**src/rtl/sios_consts.svh**
```systemverilog
// Constants of the scale and I/O status register bank.
// Assumes inclusion by bare name from the package and the bank module.
`ifndef SIOS_CONSTS_SVH
`define SIOS_CONSTS_SVH

// Register indices on the register access port
`define SIOS_IDX_SCALE_STATUS 8'h00
`define SIOS_IDX_SCALE_ERROR 8'h01
`define SIOS_IDX_GROSS 8'h02
`define SIOS_IDX_NET 8'h03
`define SIOS_IDX_FLOW 8'h04
`define SIOS_IDX_INPUT_SIGNAL 8'h05
`define SIOS_IDX_AOUT_BASE 8'h06
`define SIOS_IDX_ANALOG_2 8'h07
`define SIOS_IDX_ANALOG_3 8'h08
`define SIOS_IDX_ANALOG_4 8'h09
`define SIOS_IDX_INPUT_11_28 8'h0a
`define SIOS_IDX_INPUT_31_48 8'h0b
`define SIOS_IDX_INPUT_51_68 8'h0c
`define SIOS_IDX_OUTPUT_11_28 8'h0d

// Field positions of the per-scale status register
`define SIOS_BIT_NET_OVF 0
`define SIOS_BIT_GROSS_OVF 1
`define SIOS_BIT_FLOW_OVF 2
`define SIOS_BIT_ZERO_DISP 3
`define SIOS_BIT_ZERO_GROSS 4
`define SIOS_BIT_ZERO_NET 5
`define SIOS_BIT_NET_MODE 6
`define SIOS_BIT_MOTION 7
`define SIOS_BIT_FLOW_DISP 11
`define SIOS_BIT_NET_PREC 12
`define SIOS_BIT_GROSS_PREC 13

// Analog output scaling: raw value in 1e-4 steps, reported in 1e-3 steps
`define SIOS_AOUT_ROUND 17'h00005
`define SIOS_AOUT_DIV 17'h0000a

// Reset values
`define SIOS_RST_WORD 16'h0000
`define SIOS_RST_ERR 8'h00

`endif

```
**src/rtl/sios_pkg.sv**
```systemverilog
// Types shared by the scale and I/O status register bank.
// Assumes the constants header sits beside it.
`default_nettype none
`include "sios_consts.svh"
package sios_pkg;
    typedef logic [15:0] sios_word_t;
    typedef logic [16:0] sios_aout_raw_t;
    typedef logic [7:0] sios_idx_t;
endpackage
`default_nettype wire

```
**src/rtl/sios_status_bank.sv**
```systemverilog
// Read-only bank of scale status, measured values and digital I/O maps.
// Assumes scale logic on clk_sys; digital input pins are asynchronous.
`default_nettype none
`include "sios_consts.svh"

// Operation
// [RULE1] Status bits 0, 1 and 2 flag net, gross and flow values that overflow one integer register.
// [RULE2] Status bits 3, 4 and 5 flag good zero for displayed, gross and net weight.
// [RULE3] Status bit 6 reads 1 in net mode and 0 in gross mode, and bit 7 flags motion.
// [RULE4] Status bit 11 is set while the display shows flow rate.
// [RULE5] Status bits 12 and 13 flag net and gross weights beyond six digits.
// [RULE6] The master reads weight with status and error code and trusts it only at error zero.
// [RULE7] The master reads flow rate with status and error code and trusts it only at error zero.
// [RULE8] A register presents the load-cell input signal in mV/V.
// [RULE9] Four registers mirror the analog output values rounded to three decimals.
// [RULE10] The first input map holds inputs 11-18 in bits 0-7 and 21-28 in bits 8-15.
// [RULE11] The second input map holds inputs 31-38 in bits 0-7 and 41-48 in bits 8-15.
// [RULE12] The third input map holds inputs 51-58 in bits 0-7 and 61-68 in bits 8-15.
// [RULE13] The output map holds outputs 11-18 in bits 0-7 and 21-28 in bits 8-15.
// [RULE14] The error code register reads zero with no error and holds codes 0 to 255.
// [RULE15] Status bits 8, 9, 10, 14 and 15 always read zero.
// [RULE16] All registers are read-only and writes leave them unchanged.
module sios_status_bank (
    input wire logic clk_sys,
    input wire logic rstn,
    input wire logic ce,
    input wire logic netOvf,
    input wire logic grossOvf,
    input wire logic flowOvf,
    input wire logic zeroDisp,
    input wire logic zeroGross,
    input wire logic zeroNet,
    input wire logic netMode,
    input wire logic motion,
    input wire logic flowDisp,
    input wire logic netPrecLost,
    input wire logic grossPrecLost,
    input wire logic [7:0] errCode,
    input wire sios_pkg::sios_word_t grossWeight,
    input wire sios_pkg::sios_word_t netWeight,
    input wire sios_pkg::sios_word_t flowRate,
    input wire sios_pkg::sios_word_t inputSignal,
    input wire sios_pkg::sios_aout_raw_t aoutRaw0,
    input wire sios_pkg::sios_aout_raw_t aoutRaw1,
    input wire sios_pkg::sios_aout_raw_t aoutRaw2,
    input wire sios_pkg::sios_aout_raw_t aoutRaw3,
    input wire logic [47:0] digInPins,
    input wire sios_pkg::sios_word_t digOutState,
    input wire logic regRd,
    input wire logic regWr,
    input wire sios_pkg::sios_idx_t regIdx,
    input wire sios_pkg::sios_word_t regWdata,
    output logic regAck,
    output logic regErr,
    output sios_pkg::sios_word_t regRdata
);
    sios_pkg::sios_word_t statusQ;
    logic [7:0] errQ;
    sios_pkg::sios_word_t grossQ;
    sios_pkg::sios_word_t netQ;
    sios_pkg::sios_word_t flowQ;
    sios_pkg::sios_word_t sigQ;
    sios_pkg::sios_word_t aoutQ [4];
    sios_pkg::sios_aout_raw_t aoutRaw [4];
    logic [47:0] din1Q;
    logic [47:0] din2Q;
    sios_pkg::sios_word_t inMapQ [3];
    sios_pkg::sios_word_t outMapQ;
    sios_pkg::sios_word_t rdMux;
    logic rdHit;
    logic unusedWdata;

    assign aoutRaw[0] = aoutRaw0;
    assign aoutRaw[1] = aoutRaw1;
    assign aoutRaw[2] = aoutRaw2;
    assign aoutRaw[3] = aoutRaw3;
    // Write data is never stored
    assign unusedWdata = ^regWdata;

    // Per-scale status word, unassigned bits held at zero
    always_ff @(posedge clk_sys or negedge rstn) begin
        if (!rstn) begin
            statusQ <= `SIOS_RST_WORD;
        end else if (ce) begin
            statusQ <= `SIOS_RST_WORD; // RULE15
            statusQ[`SIOS_BIT_NET_OVF] <= netOvf; // RULE1
            statusQ[`SIOS_BIT_GROSS_OVF] <= grossOvf; // RULE1
            statusQ[`SIOS_BIT_FLOW_OVF] <= flowOvf; // RULE1
            statusQ[`SIOS_BIT_ZERO_DISP] <= zeroDisp; // RULE2
            statusQ[`SIOS_BIT_ZERO_GROSS] <= zeroGross; // RULE2
            statusQ[`SIOS_BIT_ZERO_NET] <= zeroNet; // RULE2
            statusQ[`SIOS_BIT_NET_MODE] <= netMode; // RULE3
            statusQ[`SIOS_BIT_MOTION] <= motion; // RULE3
            statusQ[`SIOS_BIT_FLOW_DISP] <= flowDisp; // RULE4
            statusQ[`SIOS_BIT_NET_PREC] <= netPrecLost; // RULE5
            statusQ[`SIOS_BIT_GROSS_PREC] <= grossPrecLost; // RULE5
        end
    end

    // Measured values, captured in the same cycle as status so they stay coherent
    always_ff @(posedge clk_sys or negedge rstn) begin
        if (!rstn) begin
            errQ <= `SIOS_RST_ERR;
            grossQ <= `SIOS_RST_WORD;
            netQ <= `SIOS_RST_WORD;
            flowQ <= `SIOS_RST_WORD;
            sigQ <= `SIOS_RST_WORD;
        end else if (ce) begin
            errQ <= errCode; // RULE14
            grossQ <= grossWeight; // RULE6
            netQ <= netWeight; // RULE6
            flowQ <= flowRate; // RULE7
            sigQ <= inputSignal; // RULE8
        end
    end

    // Analog mirrors: round half up from 1e-4 to 1e-3 steps
    for (genvar i = 0; i < 4; i++) begin : g_aout
        logic [17:0] roundSum;
        sios_pkg::sios_aout_raw_t rounded;
        // Extra bit keeps a full-scale raw value from wrapping before the divide
        assign roundSum = {1'b0, aoutRaw[i]} + {1'b0, `SIOS_AOUT_ROUND};
        assign rounded = 17'(roundSum / {1'b0, `SIOS_AOUT_DIV});
        always_ff @(posedge clk_sys or negedge rstn) begin
            if (!rstn) begin
                aoutQ[i] <= `SIOS_RST_WORD;
            end else if (ce) begin
                aoutQ[i] <= rounded[15:0]; // RULE9
            end
        end
    end

    // Digital input pins pass two flip-flops before the maps
    always_ff @(posedge clk_sys or negedge rstn) begin
        if (!rstn) begin
            din1Q <= 48'h000000000000;
            din2Q <= 48'h000000000000;
        end else if (ce) begin
            din1Q <= digInPins;
            din2Q <= din1Q;
        end
    end

    // Pin bit 16*k+j maps to map k bit j
    always_ff @(posedge clk_sys or negedge rstn) begin
        if (!rstn) begin
            inMapQ[0] <= `SIOS_RST_WORD;
            inMapQ[1] <= `SIOS_RST_WORD;
            inMapQ[2] <= `SIOS_RST_WORD;
            outMapQ <= `SIOS_RST_WORD;
        end else if (ce) begin
            inMapQ[0] <= din2Q[15:0]; // RULE10
            inMapQ[1] <= din2Q[31:16]; // RULE11
            inMapQ[2] <= din2Q[47:32]; // RULE12
            outMapQ <= digOutState; // RULE13
        end
    end

    // Read decode
    always_comb begin
        rdHit = 1'b1;
        rdMux = `SIOS_RST_WORD;
        case (regIdx)
            `SIOS_IDX_SCALE_STATUS: rdMux = statusQ;
            `SIOS_IDX_SCALE_ERROR: rdMux = {8'h00, errQ}; // RULE14
            `SIOS_IDX_GROSS: rdMux = grossQ;
            `SIOS_IDX_NET: rdMux = netQ;
            `SIOS_IDX_FLOW: rdMux = flowQ;
            `SIOS_IDX_INPUT_SIGNAL: rdMux = sigQ;
            `SIOS_IDX_AOUT_BASE: rdMux = aoutQ[0];
            `SIOS_IDX_ANALOG_2: rdMux = aoutQ[1];
            `SIOS_IDX_ANALOG_3: rdMux = aoutQ[2];
            `SIOS_IDX_ANALOG_4: rdMux = aoutQ[3];
            `SIOS_IDX_INPUT_11_28: rdMux = inMapQ[0];
            `SIOS_IDX_INPUT_31_48: rdMux = inMapQ[1];
            `SIOS_IDX_INPUT_51_68: rdMux = inMapQ[2];
            `SIOS_IDX_OUTPUT_11_28: rdMux = outMapQ;
            default: rdHit = 1'b0;
        endcase
    end

    // Answer one cycle after the request; writes are refused with an error
    always_ff @(posedge clk_sys or negedge rstn) begin
        if (!rstn) begin
            regAck <= 1'b0;
            regErr <= 1'b0;
            regRdata <= `SIOS_RST_WORD;
        end else if (ce) begin
            regAck <= regRd | regWr;
            regErr <= regWr | (regRd & ~rdHit); // RULE16
            regRdata <= (regRd & ~regWr & rdHit) ? rdMux : `SIOS_RST_WORD;
        end
    end
endmodule // sios_status_bank
`default_nettype wire

```
**config.mk**
```make
export PLATFORM = sky130hd
export DESIGN_NAME = sios_status_bank
export DESIGN_NICKNAME = d
export VERILOG_FILES = /design/src/rtl/sios_pkg.sv /design/src/rtl/sios_status_bank.sv
export VERILOG_INCLUDE_DIRS = /design/src /design/src/rtl
export SDC_FILE = /design/constraint.sdc
export NUM_CORES = 1
export LEC_CHECK = 0
export ABC_AREA = 1
export ABC_CLOCK_PERIOD_IN_PS = 1500
export BUFFER_PORTS_ARGS = -buffer_cell sky130_fd_sc_hd__buf_2
export CAP_MARGIN = 5
export CORE_UTILIZATION = 35
export DETAILED_ROUTE_END_ITERATION = 8
export GPL_ROUTABILITY_DRIVEN = 0
export PLACE_DENSITY_LB_ADDON = 0.1
export SKIP_CTS_REPAIR_TIMING = 1
export SYNTH_ARGS = -nofsm -noshare
export SYNTH_HDL_FRONTEND = slang
export SYNTH_SLANG_ARGS = --single-unit
```
**constraint.sdc**
```tcl
create_clock -name clk_sys -period 1.5 [get_ports clk_sys]
set_input_delay 0.225 -clock clk_sys [delete_from_list [all_inputs] [get_ports clk_sys]]
set_output_delay 0.225 -clock clk_sys [all_outputs]
set_load 0.02 [all_outputs]
```
==> summary.txt, run 1 <==
Final layout
  – Non-filler instance count after layout: 4475
  – Final core utilization: 56.6%
  – FILL cells: 5235
  – P&R area growth vs syn: 58.6%
  – Nets@finish: 3953
  – Share of cells above drive strength 1: 41.7%

Worst setup path
  – CP Capture Type: flip-flop
  – CP dominant cell by count: nand2_4
  – Critical path peak fanout: 6
  – Setup slack, reg-to-reg: -0.22 ns
  – Slowest stage delay, CP: 0.19 ns
  – Critical Path RT: 1.90 ns
  – Delay-heaviest family, CP: simple AND/OR/NAND/NOR gates
  – R2R cell count: 6
  – Crit path max-delay cell type: nor2_4
  – Worst R2R Start: aoutQ[50]
  – Data arrival time of the critical path: 6.00 ns
  – Buf/Inv on CP: 11
  – Reg-to-reg endpoint: regRdata[2]
  – Setup CP Type: primary input to flip-flop
  – CP Launch Type: primary input

Drt
  – Post-DRT Antenna Nets: 0
  – Avg WL per Cell: 15.1 um
  – WL final: 67400 um
  – Vias per inst: 4.77
  – Initial drt markers: 1076
  – Met1 WL: 30800 um
  – DRC violations left: 0
  – DR WL met2: 32500 um
  – Via count: 21400
  – Drt first pass iters: 7
  – DR top layer: met5
  – WL met3: 2680 um

Global routing
  – Antenna violations before repair: 5
  – GRT Overall Usage: 21.5%
  – First-pass GRT wire length: 99800 um
  – Grt total ovfl: 0
  – Number of global-route vias before repair: 19900
  – Largest net degree at the start of global routing: 94

Synthesis
  – Mean post-synth cell area: 7.04 sq um
  – Gate Count Post-Synth: 2814
  – Top_reg_cell synth: dfrtp_1
  – Synth area leader: dfrtp_1
  – Post-Syn Nets: 3066
  – Async SR Flop Fraction: 100%
  – Synth warn: 0
  – Mapped cell area: 19800 sq um
  – #FFs+latches synth: 321
  – Sequential share of the synthesized area: 40.6%
  – Number of synthesized flops with an enable pin: 0
  – Top cell type's share of synthesized area: 40.6%
  – Distinct cells, synth: 54
  – Area contributors post-synth: dfrtp_1, nand2_1, inv_1

Placement
  – Pre-CTS setup slack: -4.87 ns
  – Dpl hpwl: 49400 um
  – Placed Cells: 4197
  – Number of I/O port buffers: 245

Floorplanning
  – Ports: 262
  – Die W: 240 um
  – Die area: 57500 sq um
  – Num rows: 86
  – Initial Utilization: 35.7%
  – Core Footprint: 55500 sq um
  – DIE HEIGHT: 240 um

STA
  – Slew Viols, Final: 0
  – Pin slew with the least headroom to its limit: 0.550 ns
  – Final Cycle Share: 373%
  – RSZ-0062 raised after global routing: true
  – Worst setup margin: -4.09 ns
  – Min Hold Slack: 0.00185 ns
  – Final setup violation count: 59
  – Worst clock skew: 0.0265 ns
  – Max-slew headroom: 63.1%
  – F_max: 179 MHz
  – Final Critical Period: 5.59 ns
  – Final Hold Viols: 0

Min path
  – Hold crit path type: primary input to flip-flop
  – Worst hold stages: 3
  – Worst hold start: errCode[1]
  – Hold Crit Endpoint: errQ[1]

Pwr
  – Internal power: 28.5 mW
  – Clk pwr share: 17.8%
  – Switch share: 43.8%
  – Seq pwr share: 20.6%
  – Comb pwr share: 61.6%
  – Sw power: 22.2 mW
  – Peak supply drop: 1.24 mV
  – Cell Pwr Density: 1610 nW/um^2
  – Leakage: 16.4 nW

Clock network
  – # H-tree levels: 2
  – Clock sink count: 321
  – Root buffer cell: clkbuf_16
  – Clock transition at path regs: 0.07 ns
  – Clock Tree Buf Depth: 3
  – Total CTS buffers: 36
  – Worst skew pair latency: 0.53 ns
  – CTS tree: built

Outcome
  – Status: finished with violations
  – Failing checks: setup timing

Flow run
  – Max-Cap Viols: 0
==> per-stage QoR <==
step,instance area [sq um],setup TNS [ns],total power [mW]
2_1_floorplan,20300,-108.94,25.3
3_3_place_gp,25900,-147.12,32.4
3_5_place_dp,25900,-155.48,33.1
4_1_cts,27100,-118.70,42.3
5_1_grt,31400,-131.54,54.4
6_report,31400,-115.63,50.7
==> cell usage after synthesis, types with 3 or more instances <==
cell type,instances
a22oi_1,3
inv_2,53
a22o_1,14
buf_1,6
nand4_1,14
nand2_1,964
ha_1,8
clkbuf_1,70
o21ai_1,21
inv_1,361
nor2_4,10
o21bai_1,4
nor2_1,96
nor4_1,7
xnor2_1,17
o21ai_2,8
o2111ai_1,14
nand2_4,10
nor3_1,13
xor2_1,45
o22ai_1,70
a21oi_2,3
nand3_1,246
a221oi_1,26
dfrtp_1,321
a31oi_1,9
nor2_2,16
o21ai_0,174
nand3b_1,5
nand2_2,149
a21oi_1,10
nand3_2,19
==> cells in the final DEF (no fill, tap or decap), types with 85 or more instances in the layout <==
master,n
nand2_1,778
buf_4,501
dfrtp_1,321
inv_1,314
buf_2,231
nand2_2,207
nand3_1,170
dlygate4sd3_1,139
nand2_4,135
o21ai_0,129
inv_2,85
==> metal layers <==
| metal | up-vias | global-route usage (%) |
|---|---|---|
| met2 | 418 | 35.0 |
| met5 | - | 0 |
| met3 | 95 | 2.87 |
| li1 | 10700 | - |
| met1 | 10100 | 30.3 |
| met4 | 2 | 5.08 |
==> worst register-to-register path: cells and delay by family (launching register included) <==
kind                   cells  cell delay, ns
buffers and inverters      2            0.27
AO/OA/AOI/OAI              3            0.48
AND/OR/NAND/NOR            1            0.51
flip-flops                 1            0.37
==> cell families (layout without fill, tap and decap cells) <==
group / count (synthesis) / after routing / share of synthesized area, %
DFF: 321 / 321 / 40.6
xor gates and xnor gates: 63 / 63 / 2.82
adders and majority gates: 8 / 8 / 0.506
and+or+nand+nor: 1558 / 1558 / 35.2
buffers and inverters: 496 / 1408 / 9.57
AOI/OAI and AO/OA: 368 / 368 / 11.4
other: 0 / 1 / 0
==> area by class of cell <==
class,instances,area (sq um),area share (%)
repair buffers,928,7170,22.8
flip-flops and latches,321,8030,25.6
clock buffers,51,1090,3.47
diodes,1,2.50,0.00797
inverters,417,1610,5.12
clock inverters,12,131,0.418
well taps,748,936,2.98
multi-input cells,1997,12400,39.6
==> power groups by stage <==
stage	clock network (mW)	registers, mW	logic (mW)
final	9.02	10.4	31.2
after global routing	9.59	10.6	34.2
after CTS	9.23	10.4	22.6
after detailed placement	0	10.6	22.5
after global placement	0	10.6	21.8
after floorplan	0	10.4	14.9
==> how the worst max path moves through the flow <==
stage,startpoint,to,slack (ns),depth (start not counted)
2_1_floorplan,aoutRaw1[0],aoutQ[32],-3.76,70
3_3_place_gp,aoutRaw0[0],aoutQ[48],-4.71,71
3_5_place_dp,aoutRaw0[0],aoutQ[48],-4.87,71
4_1_cts,aoutRaw0[0],aoutQ[48],-4.37,71
5_1_grt,aoutRaw0[1],aoutQ[48],-4.49,73
6_report,aoutRaw0[1],aoutQ[48],-4.09,73
==> flip-flops by register name, summed over array words and instances (netlist names) <==
signal	flops
outMapQ	16
grossQ	16
regAck	1
regRdata	16
sigQ	16
flowQ	16
inMapQ	48
regErr	1
netQ	16
errQ	8
din2Q	48
statusQ	11
din1Q	48
aoutQ	60
Note: power is estimated with default switching activity, not from simulation.
==> run 2: changes to the inputs <==
--- a/config.mk
+++ b/config.mk
@@ -13,6 +13,7 @@
 export CORE_UTILIZATION = 35
 export DETAILED_ROUTE_END_ITERATION = 8
 export GPL_ROUTABILITY_DRIVEN = 0
+export HOLD_SLACK_MARGIN = 0.15
 export PLACE_DENSITY_LB_ADDON = 0.1
 export SKIP_CTS_REPAIR_TIMING = 1
 export SYNTH_ARGS = -nofsm -noshare
==> summary.txt, run 2 (synthesis gave the netlist of run 1 again) <==
Outcome
  – Status: finished with violations
  – Failing checks: setup timing

STA
  – Max-slew headroom: 63.0% (-0.12 points)
  – Worst clock skew: 0.0251 ns (-0.00138 ns)
  – RSZ-0062 raised after global routing: true
  – Final Cycle Share: 373% (about the same)
  – Final Critical Period: 5.60 ns (+0.00556 ns)
  – Final setup violation count: 60 (+1.7%)
  – Setup TNS: -115.66 ns (-0.0270 ns)
  – Worst setup margin: -4.10 ns (-0.00556 ns)
  – Final Hold Viols: 0 (unchanged)
  – F_max: 179 MHz (about the same)
  – Slew Viols, Final: 0 (unchanged)
  – Pin slew with the least headroom to its limit: 0.551 ns (+0.00174 ns)
  – Min Hold Slack: 0.118 ns (+0.116 ns)

Final layout
  – Multi-input logic area: 12400 sq um (unchanged)
  – P&R area growth vs syn: 59.2%
  – Seq. cell area: 8030 sq um (unchanged)
  – Commonest non-fill, non-tap cell in the layout: nand2_1
  – Largest Register: aoutQ
  – Most frequent cells in the layout: nand2_1, buf_4, dfrtp_1
  – Share of cells above drive strength 1: 41.6% (-0.15 points)
  – Nets@finish: 3966 (+0.33%)
  – Max reg flops: 60 (unchanged)
  – Non-filler instance count after layout: 4488 (+0.29%)
  – FILL cells: 5216 (-0.36%)

Drt
  – Initial drt markers: 1086 (+0.93%)
  – Post-DRT Antenna Nets: 0 (unchanged)
  – Vias per inst: 4.78 (about the same)
  – Drt first pass iters: 7 (unchanged)
  – Via count: 21400 (+0.34%)
  – DRC violations left: 0 (unchanged)
  – WL final: 67700 um (+0.39%)
  – Avg WL per Cell: 15.1 um (+0.10%)

Worst setup path
  – CP Launch Type: primary input
  – Critical path peak fanout: 6 (unchanged)
  – Critical Path RT: 1.90 ns (about the same)
  – CP dominant cell by count: nand2_4
  – Data arrival time of the critical path: 6.00 ns (about the same)
  – Setup slack, reg-to-reg: -0.22 ns (about the same)
  – Slowest stage delay, CP: 0.19 ns (about the same)
  – R2R cell count: 7 (+1)
  – CP Capture Point: aoutQ[48]
  – Reg-to-reg endpoint: regRdata[4]
  – Worst setup path start: aoutRaw0[1]
  – CP Capture Type: flip-flop
  – Worst R2R Start: aoutQ[36]
  – Setup CP Type: primary input to flip-flop
  – Crit path max-delay cell type: nor2_4

Floorplanning
  – Initial Utilization: 35.7% (unchanged)
  – Ports: 262 (unchanged)
  – Die area: 57500 sq um (unchanged)
  – Core Footprint: 55500 sq um (unchanged)
  – Die W: 240 um (unchanged)
  – DIE HEIGHT: 240 um (unchanged)
  – Num rows: 86 (unchanged)

Global routing
  – Antenna violations before repair: 5 (unchanged)
  – Number of global-route vias before repair: 19900 (unchanged)
  – Largest net degree at the start of global routing: 94 (unchanged)
  – First-pass GRT wire length: 99800 um (unchanged)
  – Grt total ovfl: 0 (unchanged)
  – GRT Overall Usage: 21.5% (unchanged)

Clock network
  – Worst skew pair latency: 0.53 ns (about the same)
  – Total CTS buffers: 36 (unchanged)
  – Clock Tree Buf Depth: 3 (unchanged)
  – Clock sink count: 321 (unchanged)
  – Root buffer cell: clkbuf_16
  – # H-tree levels: 2 (unchanged)
  – CTS tree: built
  – Clock transition at path regs: 0.07 ns (about the same)

Pwr
  – Peak supply drop: 1.24 mV (+0.12%)
  – Leakage: 16.4 nW (+0.32%)
  – Cell Pwr Density: 1610 nW/um^2 (-0.39%)
  – Power, Total: 50.7 mW (about the same)

Placement
  – Placed Cells: 4197 (unchanged)
  – Number of I/O port buffers: 245 (unchanged)
  – Pre-CTS setup slack: -4.87 ns (unchanged)
  – Dpl hpwl: 49400 um (unchanged)

Min path
  – Worst hold start: regWr
  – Hold crit path type: primary input to flip-flop

Flow run
  – Max-Cap Viols: 0 (unchanged)
==> run 2: cell count changes in the layout (fill, tap and decap cells not counted) <==
| cell | before | now |
|---|---|---|
| dlygate4sd3_1 | 139 | 152 |
==> run 2: layout make-up <==
| cell class | count | share of cell area (%) |
|---|---|---|
| Antenna cell | 1 | 0.00794 |
| Clock buffer | 51 | 3.46 |
| Clock inverter | 12 | 0.417 |
| Inverter | 417 | 5.10 |
| Multi-Input combinational cell | 1997 | 39.4 |
| Sequential cell | 321 | 25.5 |
| Tap cell | 748 | 2.97 |
| Timing Repair Buffer | 941 | 23.2 |
==> run 2: worst min-delay path by stage <==
| stage | to | slack (ns) | depth (start not counted) |
|---|---|---|---|
| after floorplan | aoutQ[0] | -0.07 | 0 |
| after global placement | din1Q[38] | 0.06 | 1 |
| after detailed placement | din1Q[22] | 0.06 | 1 |
| after CTS | din1Q[28] | -0.49 | 1 |
| after global routing | regAck | 0.15 | 3 |
| final | regAck | 0.12 | 3 |
==> run 2: stage by stage <==
| step | area (sq um) | utilization [%] |
|---|---|---|
| 2_1_floorplan | 20300 | - |
| 3_3_place_gp | 25900 | 46.7 |
| 3_5_place_dp | 25900 | 46.7 |
| 4_1_cts | 27100 | 48.9 |
| 5_1_grt | 31500 | 56.8 |
| 6_report | 31500 | 56.8 |
==> run 2: routing by layer <==
metal / track usage, % / share of wire [%] / vias up
met5: 0 / 0.018 / -
met4: 5.08 / 2.4 / 2
met3: 2.87 / 4.0 / 99
met2: 35.0 / 48 / 424
met1: 30.3 / 45 / 10100
li1: - / - / 10800
==> run 2: power by group <==
| group | total, mW | internal, mW | leakage, nW | switching, mW |
|---|---|---|---|---|
| logic | 31.2 | 13.2 | 11.9 | 18.1 |
| clock network | 9.03 | 5.42 | 0.605 | 3.61 |
| registers | 10.4 | 9.93 | 3.96 | 0.507 |
| total | 50.7 | 28.5 | 16.4 | 22.2 |
==> run 2: critical path, delay by kind of cell <==
kind,cells,cell delay (ns)
fa+ha+maj,1,0.13
simple gates,61,4.87
buf+inv,11,0.73
